## config.mk

```make
export PLATFORM = sky130hd
export DESIGN_NAME = two_level_vectored_interrupt_unit
export DESIGN_NICKNAME = d
export VERILOG_FILES = /design/src/design/intc_pkg.sv /design/src/design/machine_cycle_timer.sv /design/src/design/ext_pin_detector.sv /design/src/design/two_level_vectored_interrupt_unit.sv
export SDC_FILE = /design/constraint.sdc
export NUM_CORES = 1
export LEC_CHECK = 0
export BUFFER_PORTS_ARGS = -buffer_cell sky130_fd_sc_hd__buf_2
export CORE_UTILIZATION = 40
export CTS_BUF_LIST = sky130_fd_sc_hd__clkbuf_4
export DETAILED_ROUTE_END_ITERATION = 10
export HOLD_SLACK_MARGIN = 0.06
export PLACE_DENSITY_LB_ADDON = 0.15
export SLEW_MARGIN = 20
export SYNTH_ARGS = -nofsm -noshare
export SYNTH_HDL_FRONTEND = slang
export SYNTH_SLANG_ARGS = --single-unit
```

## constraint.sdc

```tcl
create_clock -name sys_clk -period 1.9 [get_ports sys_clk]
set_clock_uncertainty 0.15 [all_clocks]
set_input_delay 0.095 -clock sys_clk [delete_from_list [all_inputs] [get_ports sys_clk]]
set_output_delay 0.095 -clock sys_clk [all_outputs]
set_load 0.01 [all_outputs]
```

## src/design/intc_pkg.sv

```systemverilog
// Constants, register map and field layout of the two-level interrupt unit.
package intc_pkg;
  localparam int NUM_SRC = 6;
  localparam int SRC_W = 3;
  localparam int ADDR_W = 8;
  localparam int VEC_W = 16;
  // Source indices in fixed polling order.
  localparam logic [SRC_W-1:0] SRC_EXT0 = 3'h0;
  localparam logic [SRC_W-1:0] SRC_TMR0 = 3'h1;
  localparam logic [SRC_W-1:0] SRC_EXT1 = 3'h2;
  localparam logic [SRC_W-1:0] SRC_TMR1 = 3'h3;
  localparam logic [SRC_W-1:0] SRC_UART = 3'h4;
  localparam logic [SRC_W-1:0] SRC_TMR2 = 3'h5;
  // Vector table: base plus fixed spacing per source.
  localparam logic [VEC_W-1:0] VEC_BASE = 16'h0003;
  localparam logic [VEC_W-1:0] VEC_STEP = 16'h0008;
  // Register byte offsets.
  localparam logic [ADDR_W-1:0] OFS_ENABLE = 8'h00;
  localparam logic [ADDR_W-1:0] OFS_LEVEL = 8'h04;
  localparam logic [ADDR_W-1:0] OFS_TMR_CTRL = 8'h08;
  localparam logic [ADDR_W-1:0] OFS_TMR2_CTRL = 8'h0c;
  localparam logic [ADDR_W-1:0] OFS_STATUS = 8'h10;
  // Reset values.
  localparam logic [NUM_SRC-1:0] RST_ENABLE = 6'h00;
  localparam logic [NUM_SRC-1:0] RST_LEVEL = 6'h00;
  // Timer control register fields.
  localparam int TC_EXT0_EDGE = 0;
  localparam int TC_EXT0_FLAG = 1;
  localparam int TC_EXT1_EDGE = 2;
  localparam int TC_EXT1_FLAG = 3;
  localparam int TC_TMR0_FLAG = 4;
  localparam int TC_TMR1_FLAG = 5;
  // Timer 2 control register fields.
  localparam int T2_EXT_EN = 0;
  localparam int T2_EXT_FLAG = 1;
  // Status register fields.
  localparam int ST_LOW_BUSY = 0;
  localparam int ST_HIGH_BUSY = 1;
  localparam int ST_CALL_PEND = 2;
  localparam int ST_SRC_LSB = 8;
  // Machine cycle timing in system clocks.
  localparam int CLOCKS_PER_CYCLE = 12;
  localparam int SAMPLE_SLOT = 9;
  typedef enum logic [0:0] {
    CALL_IDLE = 1'b0,
    CALL_WAIT = 1'b1
  } call_state_t;
endpackage

```

## src/design/machine_cycle_timer.sv

```systemverilog
// Machine cycle divider giving the sample phase and the cycle end strobes.
`timescale 1ns/10ps
module machine_cycle_timer #(
  parameter int CYCLE_CLOCKS = intc_pkg::CLOCKS_PER_CYCLE,
  parameter int SAMPLE_AT = intc_pkg::SAMPLE_SLOT
) (
  input wire logic sys_clk,
  input wire logic reset_n,
  output logic samplePulse,
  output logic cycleEnd
);
  import intc_pkg::*;
  localparam int CNT_W = $clog2(CYCLE_CLOCKS);
  localparam logic [CNT_W-1:0] LAST = CNT_W'(CYCLE_CLOCKS - 1);
  localparam logic [CNT_W-1:0] SAMPLE = CNT_W'(SAMPLE_AT);

  if (CYCLE_CLOCKS < 3 || SAMPLE_AT >= CYCLE_CLOCKS - 1) begin : g_check
    $error("Sample slot must fall before the last clock of a machine cycle.");
  end

  typedef struct packed {
    logic [CNT_W-1:0] count;
    logic sample;
    logic last;
  } timer_t;

  timer_t s;
  timer_t next_s;

  always_comb begin
    next_s = s;
    next_s.count = (s.count == LAST) ? '0 : s.count + 1'b1;
    next_s.sample = (next_s.count == SAMPLE);
    next_s.last = (next_s.count == LAST);
  end

  always_ff @(posedge sys_clk) begin
    if (!reset_n) begin
      s <= '0;
    end else begin
      s <= next_s;
    end
  end

  assign samplePulse = s.sample;
  assign cycleEnd = s.last;
endmodule

```

## src/design/ext_pin_detector.sv

```systemverilog
// Samples one external request pin once per machine cycle and keeps its flag.
`timescale 1ns/10ps
module ext_pin_detector (
  input wire logic sys_clk,
  input wire logic reset_n,
  input wire logic samplePulse,
  input wire logic pinIn,
  input wire logic edgeMode,
  input wire logic detectEnable,
  input wire logic clearReq,
  output logic flag
);
  typedef struct packed {
    logic prevSample;
    logic flag;
  } detect_t;

  detect_t s;
  detect_t next_s;

  always_comb begin
    next_s = s;
    if (edgeMode && clearReq) begin
      next_s.flag = 1'b0;
    end
    if (samplePulse) begin
      next_s.prevSample = pinIn;
      if (!edgeMode) begin
        next_s.flag = detectEnable && !pinIn;
      end else if (detectEnable && s.prevSample && !pinIn) begin
        next_s.flag = 1'b1;
      end
    end
  end

  always_ff @(posedge sys_clk) begin
    if (!reset_n) begin
      s <= '{prevSample: 1'b1, flag: 1'b0};
    end else begin
      s <= next_s;
    end
  end

  assign flag = s.flag;
endmodule

```

## src/design/two_level_vectored_interrupt_unit.sv

```systemverilog
// Two-level vectored interrupt unit with APB registers and a core call handshake.
// Functional notes
// Per-source level bit, one means high.
// Low routine preempted only by high requests.
// High routine is never preempted.
// High level wins over low level.
// Fixed order inside a level.
// Sample flags each cycle, poll next cycle.
// Block call on busy level, non-final, exit, write.
// One instruction runs after exit or write.
// Blocked requests are not remembered.
// Hardware long call, no status word saved.
// Fixed vectors eight bytes apart.
// Edge-mode external flag cleared when vectored.
// Exit instruction ends current in-progress level.
// Plain return keeps the in-progress state.
// Level mode requests on sampled low.
// Edge mode sets flag on high-low samples.
// Level source holds request, releases before exit.
// Timer 2 pin falling edge sets flag if enabled.
// Source holds pin levels long enough.
// Edge source holds high then low cycles.
// Serial and timer 2 flags left to software.
// Timer 0 and 1 flags cleared when vectored.
// Per-source enable gates vectoring.
// Core handshake: final cycle, type, call acknowledge.
`timescale 1ns/10ps
module two_level_vectored_interrupt_unit #(
  parameter int CYCLE_CLOCKS = intc_pkg::CLOCKS_PER_CYCLE,
  parameter int SAMPLE_AT = intc_pkg::SAMPLE_SLOT
) (
  input wire logic sys_clk,
  input wire logic reset_n,
  input wire logic psel,
  input wire logic penable,
  input wire logic pwrite,
  input wire logic [intc_pkg::ADDR_W-1:0] paddr,
  input wire logic [31:0] pwdata,
  output logic [31:0] prdata,
  output logic pready,
  output logic pslverr,
  input wire logic ext0IrqPin,
  input wire logic ext1IrqPin,
  input wire logic tmr2ExtPin,
  input wire logic tmr0Overflow,
  input wire logic tmr1Overflow,
  input wire logic tmr2OverflowFlag,
  input wire logic rxDoneFlag,
  input wire logic txDoneFlag,
  input wire logic lastCycle,
  input wire logic isrExitInstr,
  input wire logic intRegWriteInstr,
  input wire logic callAck,
  output logic callReq,
  output logic [intc_pkg::VEC_W-1:0] callVector
);
  import intc_pkg::*;

  typedef struct packed {
    logic [NUM_SRC-1:0] enable;
    logic [NUM_SRC-1:0] level;
    logic ext0Edge;
    logic ext1Edge;
    logic t2ExtEn;
    logic t0Flag;
    logic t1Flag;
    logic [NUM_SRC-1:0] sampled;
    logic [1:0] inProg;
    logic holdOff;
    call_state_t st;
    logic [SRC_W-1:0] src;
    logic [VEC_W-1:0] vector;
    logic callReq;
    logic ext0Clr;
    logic ext1Clr;
    logic t2Clr;
    logic [31:0] prdata;
    logic pready;
    logic pslverr;
  } unit_t;

  unit_t s;
  unit_t next_s;
  logic samplePulse;
  logic cycleEnd;
  logic ext0Flag;
  logic ext1Flag;
  logic t2ExtFlag;
  logic [NUM_SRC-1:0] rawFlags;
  logic [NUM_SRC-1:0] pendHigh;
  logic [NUM_SRC-1:0] pendLow;

  // Returns the index of the first set bit in polling order.
  function automatic logic [SRC_W-1:0] first_src(input logic [NUM_SRC-1:0] m);
    logic [SRC_W-1:0] idx;
    idx = '0;
    for (int i = NUM_SRC - 1; i >= 0; i--) begin
      if (m[i]) begin
        idx = SRC_W'(i);
      end
    end
    return idx;
  endfunction

  // Vector address of a source index.
  function automatic logic [VEC_W-1:0] vec_of(input logic [SRC_W-1:0] idx);
    return VEC_BASE + VEC_W'(VEC_STEP * idx);
  endfunction

  // True for the two registers whose writes hold off vectoring.
  function automatic logic is_int_reg(input logic [ADDR_W-1:0] addr);
    return addr == OFS_ENABLE || addr == OFS_LEVEL;
  endfunction

  // True for an address that answers without an error.
  function automatic logic is_mapped(input logic [ADDR_W-1:0] addr, input logic write);
    return is_int_reg(addr) || addr == OFS_TMR_CTRL || addr == OFS_TMR2_CTRL ||
      (addr == OFS_STATUS && !write);
  endfunction

  // The divider needs a sample slot before the last clock of a machine cycle.
  if (CYCLE_CLOCKS < 3 || SAMPLE_AT < 0 || SAMPLE_AT >= CYCLE_CLOCKS - 1) begin : g_param_check
    $error("Machine cycle parameters out of range.");
  end

  machine_cycle_timer #(
    .CYCLE_CLOCKS(CYCLE_CLOCKS),
    .SAMPLE_AT(SAMPLE_AT)
  ) u_timer (
    .sys_clk(sys_clk),
    .reset_n(reset_n),
    .samplePulse(samplePulse),
    .cycleEnd(cycleEnd)
  );

  ext_pin_detector u_ext0 (
    .sys_clk(sys_clk),
    .reset_n(reset_n),
    .samplePulse(samplePulse),
    .pinIn(ext0IrqPin),
    .edgeMode(s.ext0Edge),
    .detectEnable(1'b1),
    .clearReq(s.ext0Clr),
    .flag(ext0Flag)
  );

  ext_pin_detector u_ext1 (
    .sys_clk(sys_clk),
    .reset_n(reset_n),
    .samplePulse(samplePulse),
    .pinIn(ext1IrqPin),
    .edgeMode(s.ext1Edge),
    .detectEnable(1'b1),
    .clearReq(s.ext1Clr),
    .flag(ext1Flag)
  );

  // The timer 2 pin is always edge detected and gated by its enable.
  ext_pin_detector u_tmr2 (
    .sys_clk(sys_clk),
    .reset_n(reset_n),
    .samplePulse(samplePulse),
    .pinIn(tmr2ExtPin),
    .edgeMode(1'b1),
    .detectEnable(s.t2ExtEn),
    .clearReq(s.t2Clr),
    .flag(t2ExtFlag)
  );

  // Serial and timer 2 requests are ORed from both of their flags.
  always_comb begin
    rawFlags = '0;
    rawFlags[SRC_EXT0] = ext0Flag;
    rawFlags[SRC_TMR0] = s.t0Flag;
    rawFlags[SRC_EXT1] = ext1Flag;
    rawFlags[SRC_TMR1] = s.t1Flag;
    rawFlags[SRC_UART] = rxDoneFlag | txDoneFlag;
    rawFlags[SRC_TMR2] = tmr2OverflowFlag | t2ExtFlag;
    pendHigh = s.sampled & s.level;
    pendLow = s.sampled & ~s.level;
  end

  always_comb begin
    logic commit;
    logic wr;
    logic intRegWr;
    logic instrBlock;
    logic [31:0] rd;
    commit = psel && penable && s.pready;
    wr = commit && pwrite;
    intRegWr = wr && is_int_reg(paddr);
    instrBlock = !lastCycle || isrExitInstr || intRegWriteInstr || s.holdOff;
    rd = '0;
    next_s = s;
    next_s.ext0Clr = 1'b0;
    next_s.ext1Clr = 1'b0;
    next_s.t2Clr = 1'b0;

    // Timer overflow flags.
    if (tmr0Overflow) begin
      next_s.t0Flag = 1'b1;
    end
    if (tmr1Overflow) begin
      next_s.t1Flag = 1'b1;
    end

    // Flags are captured at the sample phase and polled at the cycle end.
    if (samplePulse) begin
      next_s.sampled = rawFlags & s.enable;
    end

    // Polling and vectoring.
    unique case (s.st)
      CALL_IDLE: begin
        if (cycleEnd) begin
          if (lastCycle) begin
            next_s.holdOff = 1'b0;
          end
          // Only the exit instruction ends a level; a plain return leaves it busy.
          if (isrExitInstr && lastCycle) begin
            if (s.inProg[1]) begin
              next_s.inProg[1] = 1'b0;
            end else begin
              next_s.inProg[0] = 1'b0;
            end
          end
          // Only the current sample is looked at, nothing is queued.
          if (!instrBlock) begin
            if (|pendHigh && !s.inProg[1]) begin
              next_s.src = first_src(pendHigh);
              next_s.vector = vec_of(first_src(pendHigh));
              next_s.callReq = 1'b1;
              next_s.st = CALL_WAIT;
            end else if (|pendLow && s.inProg == 2'b00) begin
              next_s.src = first_src(pendLow);
              next_s.vector = vec_of(first_src(pendLow));
              next_s.callReq = 1'b1;
              next_s.st = CALL_WAIT;
            end
          end
        end
      end
      CALL_WAIT: begin
        // The core runs the long call, pushing only the program counter.
        if (callAck) begin
          next_s.callReq = 1'b0;
          next_s.st = CALL_IDLE;
          next_s.inProg[s.level[s.src]] = 1'b1;
          next_s.ext0Clr = (s.src == SRC_EXT0);
          next_s.ext1Clr = (s.src == SRC_EXT1);
          // A new overflow in the acknowledge cycle keeps its flag set.
          if (s.src == SRC_TMR0 && !tmr0Overflow) begin
            next_s.t0Flag = 1'b0;
          end
          if (s.src == SRC_TMR1 && !tmr1Overflow) begin
            next_s.t1Flag = 1'b0;
          end
        end
      end
    endcase

    // A write to the enable or level register blocks one more instruction.
    if (intRegWr) begin
      next_s.holdOff = 1'b1;
    end

    // Register writes; flags use write-one-to-clear and a new set wins.
    if (wr) begin
      unique case (paddr)
        OFS_ENABLE: next_s.enable = pwdata[NUM_SRC-1:0];
        OFS_LEVEL: next_s.level = pwdata[NUM_SRC-1:0];
        OFS_TMR_CTRL: begin
          next_s.ext0Edge = pwdata[TC_EXT0_EDGE];
          next_s.ext1Edge = pwdata[TC_EXT1_EDGE];
          next_s.ext0Clr = next_s.ext0Clr | pwdata[TC_EXT0_FLAG];
          next_s.ext1Clr = next_s.ext1Clr | pwdata[TC_EXT1_FLAG];
          if (pwdata[TC_TMR0_FLAG] && !tmr0Overflow) begin
            next_s.t0Flag = 1'b0;
          end
          if (pwdata[TC_TMR1_FLAG] && !tmr1Overflow) begin
            next_s.t1Flag = 1'b0;
          end
        end
        OFS_TMR2_CTRL: begin
          next_s.t2ExtEn = pwdata[T2_EXT_EN];
          next_s.t2Clr = pwdata[T2_EXT_FLAG];
        end
        default: ;
      endcase
    end

    // Read data and error answer, presented with pready.
    unique case (paddr)
      OFS_ENABLE: rd[NUM_SRC-1:0] = s.enable;
      OFS_LEVEL: rd[NUM_SRC-1:0] = s.level;
      OFS_TMR_CTRL: begin
        rd[TC_EXT0_EDGE] = s.ext0Edge;
        rd[TC_EXT0_FLAG] = ext0Flag;
        rd[TC_EXT1_EDGE] = s.ext1Edge;
        rd[TC_EXT1_FLAG] = ext1Flag;
        rd[TC_TMR0_FLAG] = s.t0Flag;
        rd[TC_TMR1_FLAG] = s.t1Flag;
      end
      OFS_TMR2_CTRL: begin
        rd[T2_EXT_EN] = s.t2ExtEn;
        rd[T2_EXT_FLAG] = t2ExtFlag;
      end
      OFS_STATUS: begin
        rd[ST_LOW_BUSY] = s.inProg[0];
        rd[ST_HIGH_BUSY] = s.inProg[1];
        rd[ST_CALL_PEND] = s.callReq;
        rd[ST_SRC_LSB +: SRC_W] = s.src;
      end
      default: rd = '0;
    endcase
    next_s.pready = psel && penable && !s.pready;
    if (psel && penable && !s.pready) begin
      next_s.prdata = pwrite ? 32'h0000_0000 : rd;
      next_s.pslverr = !is_mapped(paddr, pwrite);
    end else begin
      next_s.pslverr = 1'b0;
    end
  end

  // Reset leaves every source disabled and both levels idle.
  always_ff @(posedge sys_clk) begin
    if (!reset_n) begin
      s <= '0;
      s.enable <= RST_ENABLE;
      s.level <= RST_LEVEL;
      s.st <= CALL_IDLE;
    end else begin
      s <= next_s;
    end
  end

  assign prdata = s.prdata;
  assign pready = s.pready;
  assign pslverr = s.pslverr;
  assign callReq = s.callReq;
  assign callVector = s.vector;
endmodule

```

# Yosys cells after proc, flatten, opt, wreduce, memory -nomap -nowiden

Index checks and enable logic that the tools add are counted.

Memory bits (writable): 0
Memories kept: 0
Input bits: 57
Output and inout port bits: 51
Register bits after elaboration: 96
ROM bits: 0
Bits in latches: 0

Shift operators: 0
Multiplexer cells: 71
Reductions and logical operators: 56
Magnitude comparators: 3
Multipliers: 0
Add/subtract/negate cells: 3
Div/mod/pow operators: 0
Equal/unequal tests: 17
Bitwise logic cells: 11

Operator list:

| cell                  | number |
|---|---|
| $mux W3               | 24 |
| $mux W21              | 3 |
| $mux W1               | 25 |
| $mux W24              | 1 |
| $logic_and A1 B1 Y1   | 20 |
| $and A6 B6 Y6         | 3 |
| $eq A8 B4 Y1 const B  | 2 |
| $mux W2               | 8 |
| $add A2 B6 Y7 const A | 2 |
| $eq A4 B4 Y1 const B  | 3 |
| $reduce_and A4 Y1     | 3 |
| $reduce_or A6 Y1      | 2 |
| $mux W11              | 1 |
| $logic_not A1 Y1      | 10 |
| $pmux W2 S5           | 1 |
| $reduce_and A2 Y1     | 5 |
| $pmux W3 S3           | 1 |
| $reduce_and A3 Y1     | 3 |
| $eq A8 B3 Y1 const B  | 1 |
| $eq A8 B5 Y1 const B  | 1 |
| $logic_not A8 Y1      | 1 |
| $ne A2 B2 Y1 const B  | 4 |
| $logic_or A1 B1 Y1    | 7 |
| $eq A3 B2 Y1 const B  | 2 |
| other kinds (20)      | 28 |

# Logic depth before layout (Yosys ltp)

Gate-level depths: netlist of the first run.

Word-level depth: 20
Gate-level depth with buffers: 6
Depth with buffers taken out: 6

# By module

A second synthesis of the first run with hierarchy kept.

Cell total of the unflattened synthesis: 361
Area total of the unflattened synthesis: 3,150.5 um^2

By module, submodules not included:

| module                            | cells each | area each (um^2) | times used | sequential area each (um^2) |
|---|---|---|---|---|
| two_level_vectored_interrupt_unit | 304        | 2,565.0          | 1          | 920.9 |
| ext_pin_detector                  | 9          | 102.6            | 3          | 40.0 |
| machine_cycle_timer               | 30         | 277.8            | 1          | 120.1 |

# Least setup slack after synthesis of the first run

OpenSTA, ideal clock, no wires.

Path kind: reg2reg
Start point: reg s[60] in the netlist's numbering
End point: reg s[54] in the netlist's numbering
Library setup time: 69 ps
Path buffers: 0
Setup slack: -3 ps
Arrival time: 1,684 ps
Cell stages (with the launch flop): 6
Cells stage by stage: dfxtp_1 -> or4_1 -> nor3_2 -> inv_1 -> or4_1 -> o21ai_1

Word-level cells in the longest chain between the ends: 4
Elaborated cells between the ends (all ways): 7
Those cells by class: 1 x mux; 6 x reduce/logical

Ends and longest elaborated chain:

| element                                              | RTL line                                                                           | text |
|---|---|---|
| start: declaration                                   | two_level_vectored_interrupt_unit.sv:82                                            | `unit_t s;` |
| start signal: assignment                             | two_level_vectored_interrupt_unit.sv:333                                           | `s <= next_s;` |
| $logic_not A2 Y1 or $logic_not A1 Y1 (tied branches) | two_level_vectored_interrupt_unit.sv:234, two_level_vectored_interrupt_unit.sv:229 |  |
| $logic_and A1 B1 Y1, on equally long branches        | two_level_vectored_interrupt_unit.sv:234, two_level_vectored_interrupt_unit.sv:229 |  |
| $reduce_bool A2 Y1 (no source line)                  | n/a                                                                                |  |
| $reduce_and A4 Y1 (no source line)                   | n/a                                                                                |  |

Parallel ways exist; a longest one is shown, timed or not.
A chain may end at the register's enable or synchronous reset.

# Worst setup path after layout of the first run

Start point: in isrExitInstr
End point: reg s[54] in the netlist's numbering

Word-level cells in the longest chain between the ends: 5

Ends and longest elaborated chain:

| element                            | RTL line                                 | text |
|---|---|---|
| start: declaration                 | two_level_vectored_interrupt_unit.sv:51  | `input wire logic isrExitInstr,` |
| $logic_or A1 B1 Y1 (3 in series)   | two_level_vectored_interrupt_unit.sv:192 | `instrBlock = !lastCycle \|\| isrExitInstr \|\| intRegWriteInstr \|\| s.holdOff;` |
| $not A1 Y1 (no source line)        | n/a                                      |  |
| $reduce_and A4 Y1 (no source line) | n/a                                      |  |

No other way between the ends.

==> results.py, run 1 <==
metrics = {
    "outcome": {
        "status": "finished with violations",
        "failed_checks": "negative setup slack",
    },
    "worst_hold_path": {
        "hp-class": "input port to flip-flop",
    },
    "cts": {
        "h-tree-depth": 3,
        "clk_latency_ps": 420,
        "tritoncts": "yes",
        "cts-root-buf": "clkbuf_4",
        "cts.sinks": 58,
        "cts_buffer_depth": 2,
        "cts_made_buffers": 9,
        "clkTransAtPathRegs_ps": 100,
    },
    "global_routing": {
        "gr-total-overflow": 0,
        "track_usage_pct": 20.44,
        "grt_pass1_wl_mm": 11.80,
        "grt_pass1_vias": 2368,
        "antenna_found_initial": 0,
        "grt_max_degree": 33,
    },
    "die": {
        "fp.coreArea_um2": 7253,
        "ioPinCount": 108,
        "dieHeight_um": 88.79,
        "die_x_um": 88.79,
        "initial_core_util_pct": 41.54,
        "die-area_um2": 7884,
        "num_rows": 31,
    },
    "synthesis": {
        "syn_inst": 364,
        "ys_ff_latch": 58,
        "synth_edf_count": 0,
        "ys_seq_area_share_pct": 38.54,
        "ys_top_cells_by_area": "dfxtp_1 (39%), buf_4 (12%), a21oi_1 (6.0%)",
        "synth.most_common_cell": "dfxtp_1",
        "synth_top_area_share_pct": 38.54,
        "synth_cell_types": 49,
        "avgSynthCellArea_um2": 8.277,
        "async_flop_share_pct": 0,
        "synthesis.area_um2": 3013,
        "yosysWarnings": 0,
        "synth_flop_cell": "dfxtp_1",
        "synth_area_leader_cell": "dfxtp_1",
        "ys_top_cells_by_count": "dfxtp_1 (58), buf_4 (49), nand2_1 (43)",
    },
    "route": {
        "drt-vias-per-instance": 4.847,
        "routed_wl_mm": 7.581,
        "wl_per_cell_um": 13.63,
        "via_count": 2695,
        "drc": 0,
        "drt_first_pass_iters": 6,
        "drt_iter0_markers": 159,
        "ant_nets": 0,
    },
    "power": {
        "leakage_nw": 1.515,
        "power.density_nw_per_um2": 615.4,
        "peakVddDrop_v": 0.0003842,
        "finalPower_mw": 2.313,
    },
    "cells_and_area": {
        "postLayoutCoreUtil_pct": 51.82,
        "fillers": 739,
        "n_antenna_cell": 0,
        "seqCellArea_um2": 1161,
        "nNetsFinal": 512,
        "syn2layout_area_growth_pct": 24.75,
        "drive_above_1_share_pct": 23.41,
        "multi_input_area_um2": 1545,
        "design_area_um2": 3759,
    },
    "sta": {
        "finalSetupViolations": 1,
        "rsz0062_at_grt": "yes",
        "setup_tns_ps": -3.701,
        "slew_viol_final": 0,
        "worstMarginPinSlew_ps": 491.3,
        "slew_headroom_pct": 66.83,
        "final_hold_viol_count": 0,
        "period_minus_slack_ps": 1904,
        "hold_ws_ps": 125.3,
        "worst_slack_ps": -3.701,
        "fin_crit_sh_pct": 100.2,
        "max_clock_freq_ghz": 0.5253,
    },
    "placed_design": {
        "dp_hpwl_mm": 5.490,
        "gp_congestion": 0.8902,
        "placed_area_um2": 3298,
        "portBuffers": 47,
    },
    "setup_path": {
        "worstPathMaxFanout": 3,
        "path_class": "input port to flip-flop",
        "slowest_delay_ps": 560,
        "cp-end-kind": "flip-flop",
        "critPathTopFamily": "simple AND/OR/NAND/NOR gates",
        "worst_ep_arrival_time_ps": 2100,
        "crit_slowest_cell": "dlygate4sd3_1",
        "startpoint_type": "input port",
        "path_cells": "dlygate4sd3_1 > buf_2 > or4_4 > nor3_4 > inv_1 > or4_1 > o21ai_1",
        "path_buf_inv": 3,
        "crit_required_ps": 2090,
    },
    "run": {
        "max-cap-violations": 0,
    },
}
where the power goes:
| part | switching [mW] | internal [mW] | leakage, nW | total (mW) |
|---|---|---|---|---|
| clock network | 0.495 | 0.395 | 0.0656 | 0.890 |
| registers | 0.00967 | 1.23 | 0.469 | 1.24 |
| logic | 0.105 | 0.0828 | 0.980 | 0.187 |
worst register-to-register path: stages (launching register included):
cell	delay, ps
dfxtp_1	320
or4_4	540
nor3_4	220
inv_1	70
or4_1	400
o21ai_1	120
registers in the layout (all words and copies together) (netlist names):
name and count:
u_ext1.s 1, u_ext0.flag 1, u_tmr2.s 1, callVector 2, u_ext0.s 1, pready 1
u_timer.s 4, callReq 1, rawFlags 2, s 30, u_timer.cycleEnd 1, u_timer.samplePulse 1
pslverr 1, prdata 9, u_tmr2.flag 1, u_ext1.flag 1
per-stage QoR:
step,cells,setup WS (ps)
after floorplan,397,71.72
after global placement,511,-76.73
after detailed placement,511,-67.94
after CTS,555,9.565
after global routing,556,-43.25
final,556,-3.701
worst paths after layout:
check | from | end | slack (ps) | cells past startpoint
worst min register to register | prdata[8] | prdata[8] | 310 | 2
worst max register to register | s[58] | s[54] | 20 | 5
worst max-delay path | isrExitInstr | s[54] | -4 | 7
worst min-delay path | paddr[4] | pslverr | 130 | 5
placed cells by master (no fill, tap or decap), types with 5 or more instances in the layout:
master and n:
o211ai_1 5, nand3_1 24, o21ai_0 11, conb_1 34, a22o_1 6, dfxtp_1 58, buf_4 31, mux2i_1 10
nor2_1 14, nand2b_1 17, buf_2 47, and2_1 6, dlygate4sd3_1 27, clkbuf_4 9, a21oi_1 36, nand2_1 42
inv_1 13
cells by family after synthesis:
| logic type | after synthesis | synth area share (%) |
|---|---|---|
| fa+ha+maj | 3 | 1.246 |
| compound gates | 84 | 17.65 |
| simple gates | 132 | 23.21 |
| flops | 58 | 38.54 |
| mux | 11 | 3.696 |
| buf+inv | 75 | 15.53 |
| other cells | 1 | 0.1245 |
what timing repair did:
action	in CTS	in global routing
pin swaps	1	3
hold buffers	27	0
buffers inserted	1	1
gates resized for setup	1	6
hold endpoints to repair	50	0
endpoints found under the setup margin	2	10
per-layer routing:
metal / vias to the layer above / share of wire (%) / GRT usage [%]
li1: 1373 / - / -
met1: 1216 / 46 / 26.47
met2: 96 / 47 / 32.45
met3: 10 / 5.7 / 6.250
met4: 0 / 1.1 / 6.745
met5: - / 0 / 0
final cells by class:
type | instances | area share (%)
Clock buffer | 9 | 1.798
Multi-Input combinational cell | 264 | 41.11
Tap cell | 99 | 3.296
Clock inverter | 7 | 1.864
Inverter | 14 | 1.398
Timing Repair Buffer | 105 | 19.64
Sequential cell | 58 | 30.89
Power figures use the tool's default switching activity.
==> run 2: changes to the inputs <==
--- a/config.mk
+++ b/config.mk
@@ -11,7 +11,9 @@
 export DETAILED_ROUTE_END_ITERATION = 10
 export HOLD_SLACK_MARGIN = 0.06
 export PLACE_DENSITY_LB_ADDON = 0.15
+export SKIP_CTS_REPAIR_TIMING = 1
 export SLEW_MARGIN = 20
 export SYNTH_ARGS = -nofsm -noshare
 export SYNTH_HDL_FRONTEND = slang
 export SYNTH_SLANG_ARGS = --single-unit
+export TNS_END_PERCENT = 1
==> constraint.sdc (replaced) <==
create_clock -name sys_clk -period 2.2 [get_ports sys_clk]
set_clock_uncertainty 0.15 [all_clocks]
set_input_delay 0.11 -clock sys_clk [delete_from_list [all_inputs] [get_ports sys_clk]]
set_output_delay 0.11 -clock sys_clk [all_outputs]
set_load 0.01 [all_outputs]
==> run 2 against run 1 <==
The run now ends clean. Non-clock buffer count down 26. Count of clock-buffer cells in the layout up 2. Final cell count down 4.7%. Critical path type unchanged.
==> results.py, run 2 (synthesis gave the netlist of run 1 again) <==
metrics = {
    "route": {
        "drt_first_pass_iters": 4,
        "drt_iter0_markers": 130,
        "ant_nets": 0,
        "wl_per_cell_um": 13.74,
        "via_count": 2616,
        "drc": 0,
        "routed_wl_mm": 7.280,
        "drt-vias-per-instance": 4.936,
    },
    "cts": {
        "clk_latency_ps": 400,
        "h-tree-depth": 3,
        "cts-root-buf": "clkbuf_4",
        "cts_buffer_depth": 2,
        "tritoncts": "yes",
        "cts_made_buffers": 9,
        "clkTransAtPathRegs_ps": 100,
        "cts.sinks": 58,
    },
    "die": {
        "num_rows": 31,
        "dieHeight_um": 88.79,
        "initial_core_util_pct": 41.54,
        "die-area_um2": 7884,
        "die_x_um": 88.79,
        "fp.coreArea_um2": 7253,
        "ioPinCount": 108,
    },
    "cells_and_area": {
        "n_antenna_cell": 0,
        "design_area_um2": 3508,
        "drive_above_1_share_pct": 19.72,
        "syn2layout_area_growth_pct": 16.45,
        "nNetsFinal": 486,
        "postLayoutCoreUtil_pct": 48.37,
        "mostFrequentLayoutCells": "dfxtp_1 (58), buf_2 (47), nand2_1 (43)",
        "final_common_cell": "dfxtp_1",
        "top_register": "s",
        "largest_reg_flops": 30,
    },
    "power": {
        "peakVddDrop_v": 0.0003499,
        "leakage_nw": 1.399,
        "finalPower_mw": 1.993,
        "power.density_nw_per_um2": 568.1,
    },
    "run": {
        "max-cap-violations": 0,
    },
    "placed_design": {
        "pre_cts_slack_ps": 201.2,
        "gp_congestion": 0.8049,
        "dp_hpwl_mm": 5.450,
        "placed_area_um2": 3171,
        "portBuffers": 47,
    },
    "global_routing": {
        "antenna_found_initial": 0,
        "gr-total-overflow": 0,
        "grt_pass1_vias": 2390,
        "grt_max_degree": 21,
        "grt_pass1_wl_mm": 11.79,
        "track_usage_pct": 20.28,
    },
    "setup_path": {
        "crit_required_ps": 2390,
        "ff2ff_setup_slack_ps": 180,
        "reg2reg_depth": 5,
        "worst_ep_arrival_time_ps": 2220,
        "cp-end-kind": "flip-flop",
        "cp-endpoint": "s[54]",
        "startpoint_type": "input port",
        "path_class": "input port to flip-flop",
        "r2r_start": "s[58]",
        "worstPathMaxFanout": 4,
        "r2r-end": "s[54]",
        "crit_start": "isrExitInstr",
    },
    "sta": {
        "period_minus_slack_ps": 2027,
        "final_hold_viol_count": 0,
        "worstMarginPinSlew_ps": 691.9,
        "setup_tns_ps": 0,
        "fin_crit_sh_pct": 92.11,
        "rsz0062_at_grt": "no",
        "slew_viol_final": 0,
        "finalSetupViolations": 0,
        "slew_headroom_pct": 53.81,
        "max_clock_freq_ghz": 0.4935,
        "worst_slack_ps": 173.5,
    },
    "worst_hold_path": {
        "hp-class": "input port to flip-flop",
    },
    "outcome": {
        "status": "complete, no violations",
    },
}
run 2: report_power, final:
part	internal [mW]	switching [mW]
sequential	1.06	0.00824
clock	0.368	0.408
combinational	0.0629	0.0880
run 2: routing by layer:
layer / GRT usage, % / part of all wire [%] / up-vias
li1: - / - / 1320
met4: 8.651 / 1.8 / 0
met1: 26.72 / 49 / 1195
met5: 0 / 0 / -
met3: 4.757 / 4.9 / 14
met2: 31.75 / 44 / 87
run 2: area by class of cell:
| class | instances | area, µm² |
|---|---|---|
| Fill cell | 781 | 3745 |
| Multi-Input combinational cell | 264 | 1508 |
| Sequential cell | 58 | 1161 |
| Timing Repair Buffer | 79 | 525.5 |
| Tap cell | 99 | 123.9 |
| Clock buffer | 11 | 82.58 |
| Clock inverter | 5 | 55.05 |
| Inverter | 14 | 52.55 |
run 2: worst max-delay path, stage by stage:
cell and delay, ps:
dlygate4sd3_1 530, buf_2 130, or4_1 480, nor3_2 240, inv_1 100, or4_1 500
o21ai_1 120
run 2: per-stage QoR:
step	cells	hold slack, ps
floorplan	397	84.11
global placement	494	170.4
detailed placement	494	174.3
CTS	510	-278.9
global route	530	80.30
finish	530	48.53
run 2: worst min-delay path by stage:
| stage | from | to | slack, ps | depth (start not counted) |
|---|---|---|---|---|
| after floorplan | tmr0Overflow | rawFlags[1] | 80 | 1 |
| after global placement | tmr1Overflow | rawFlags[3] | 170 | 2 |
| after detailed placement | tmr1Overflow | rawFlags[3] | 170 | 2 |
| after CTS | tmr1Overflow | rawFlags[3] | -280 | 2 |
| after global routing | psel | pready | 80 | 5 |
| final | penable | prdata[10] | 50 | 5 |
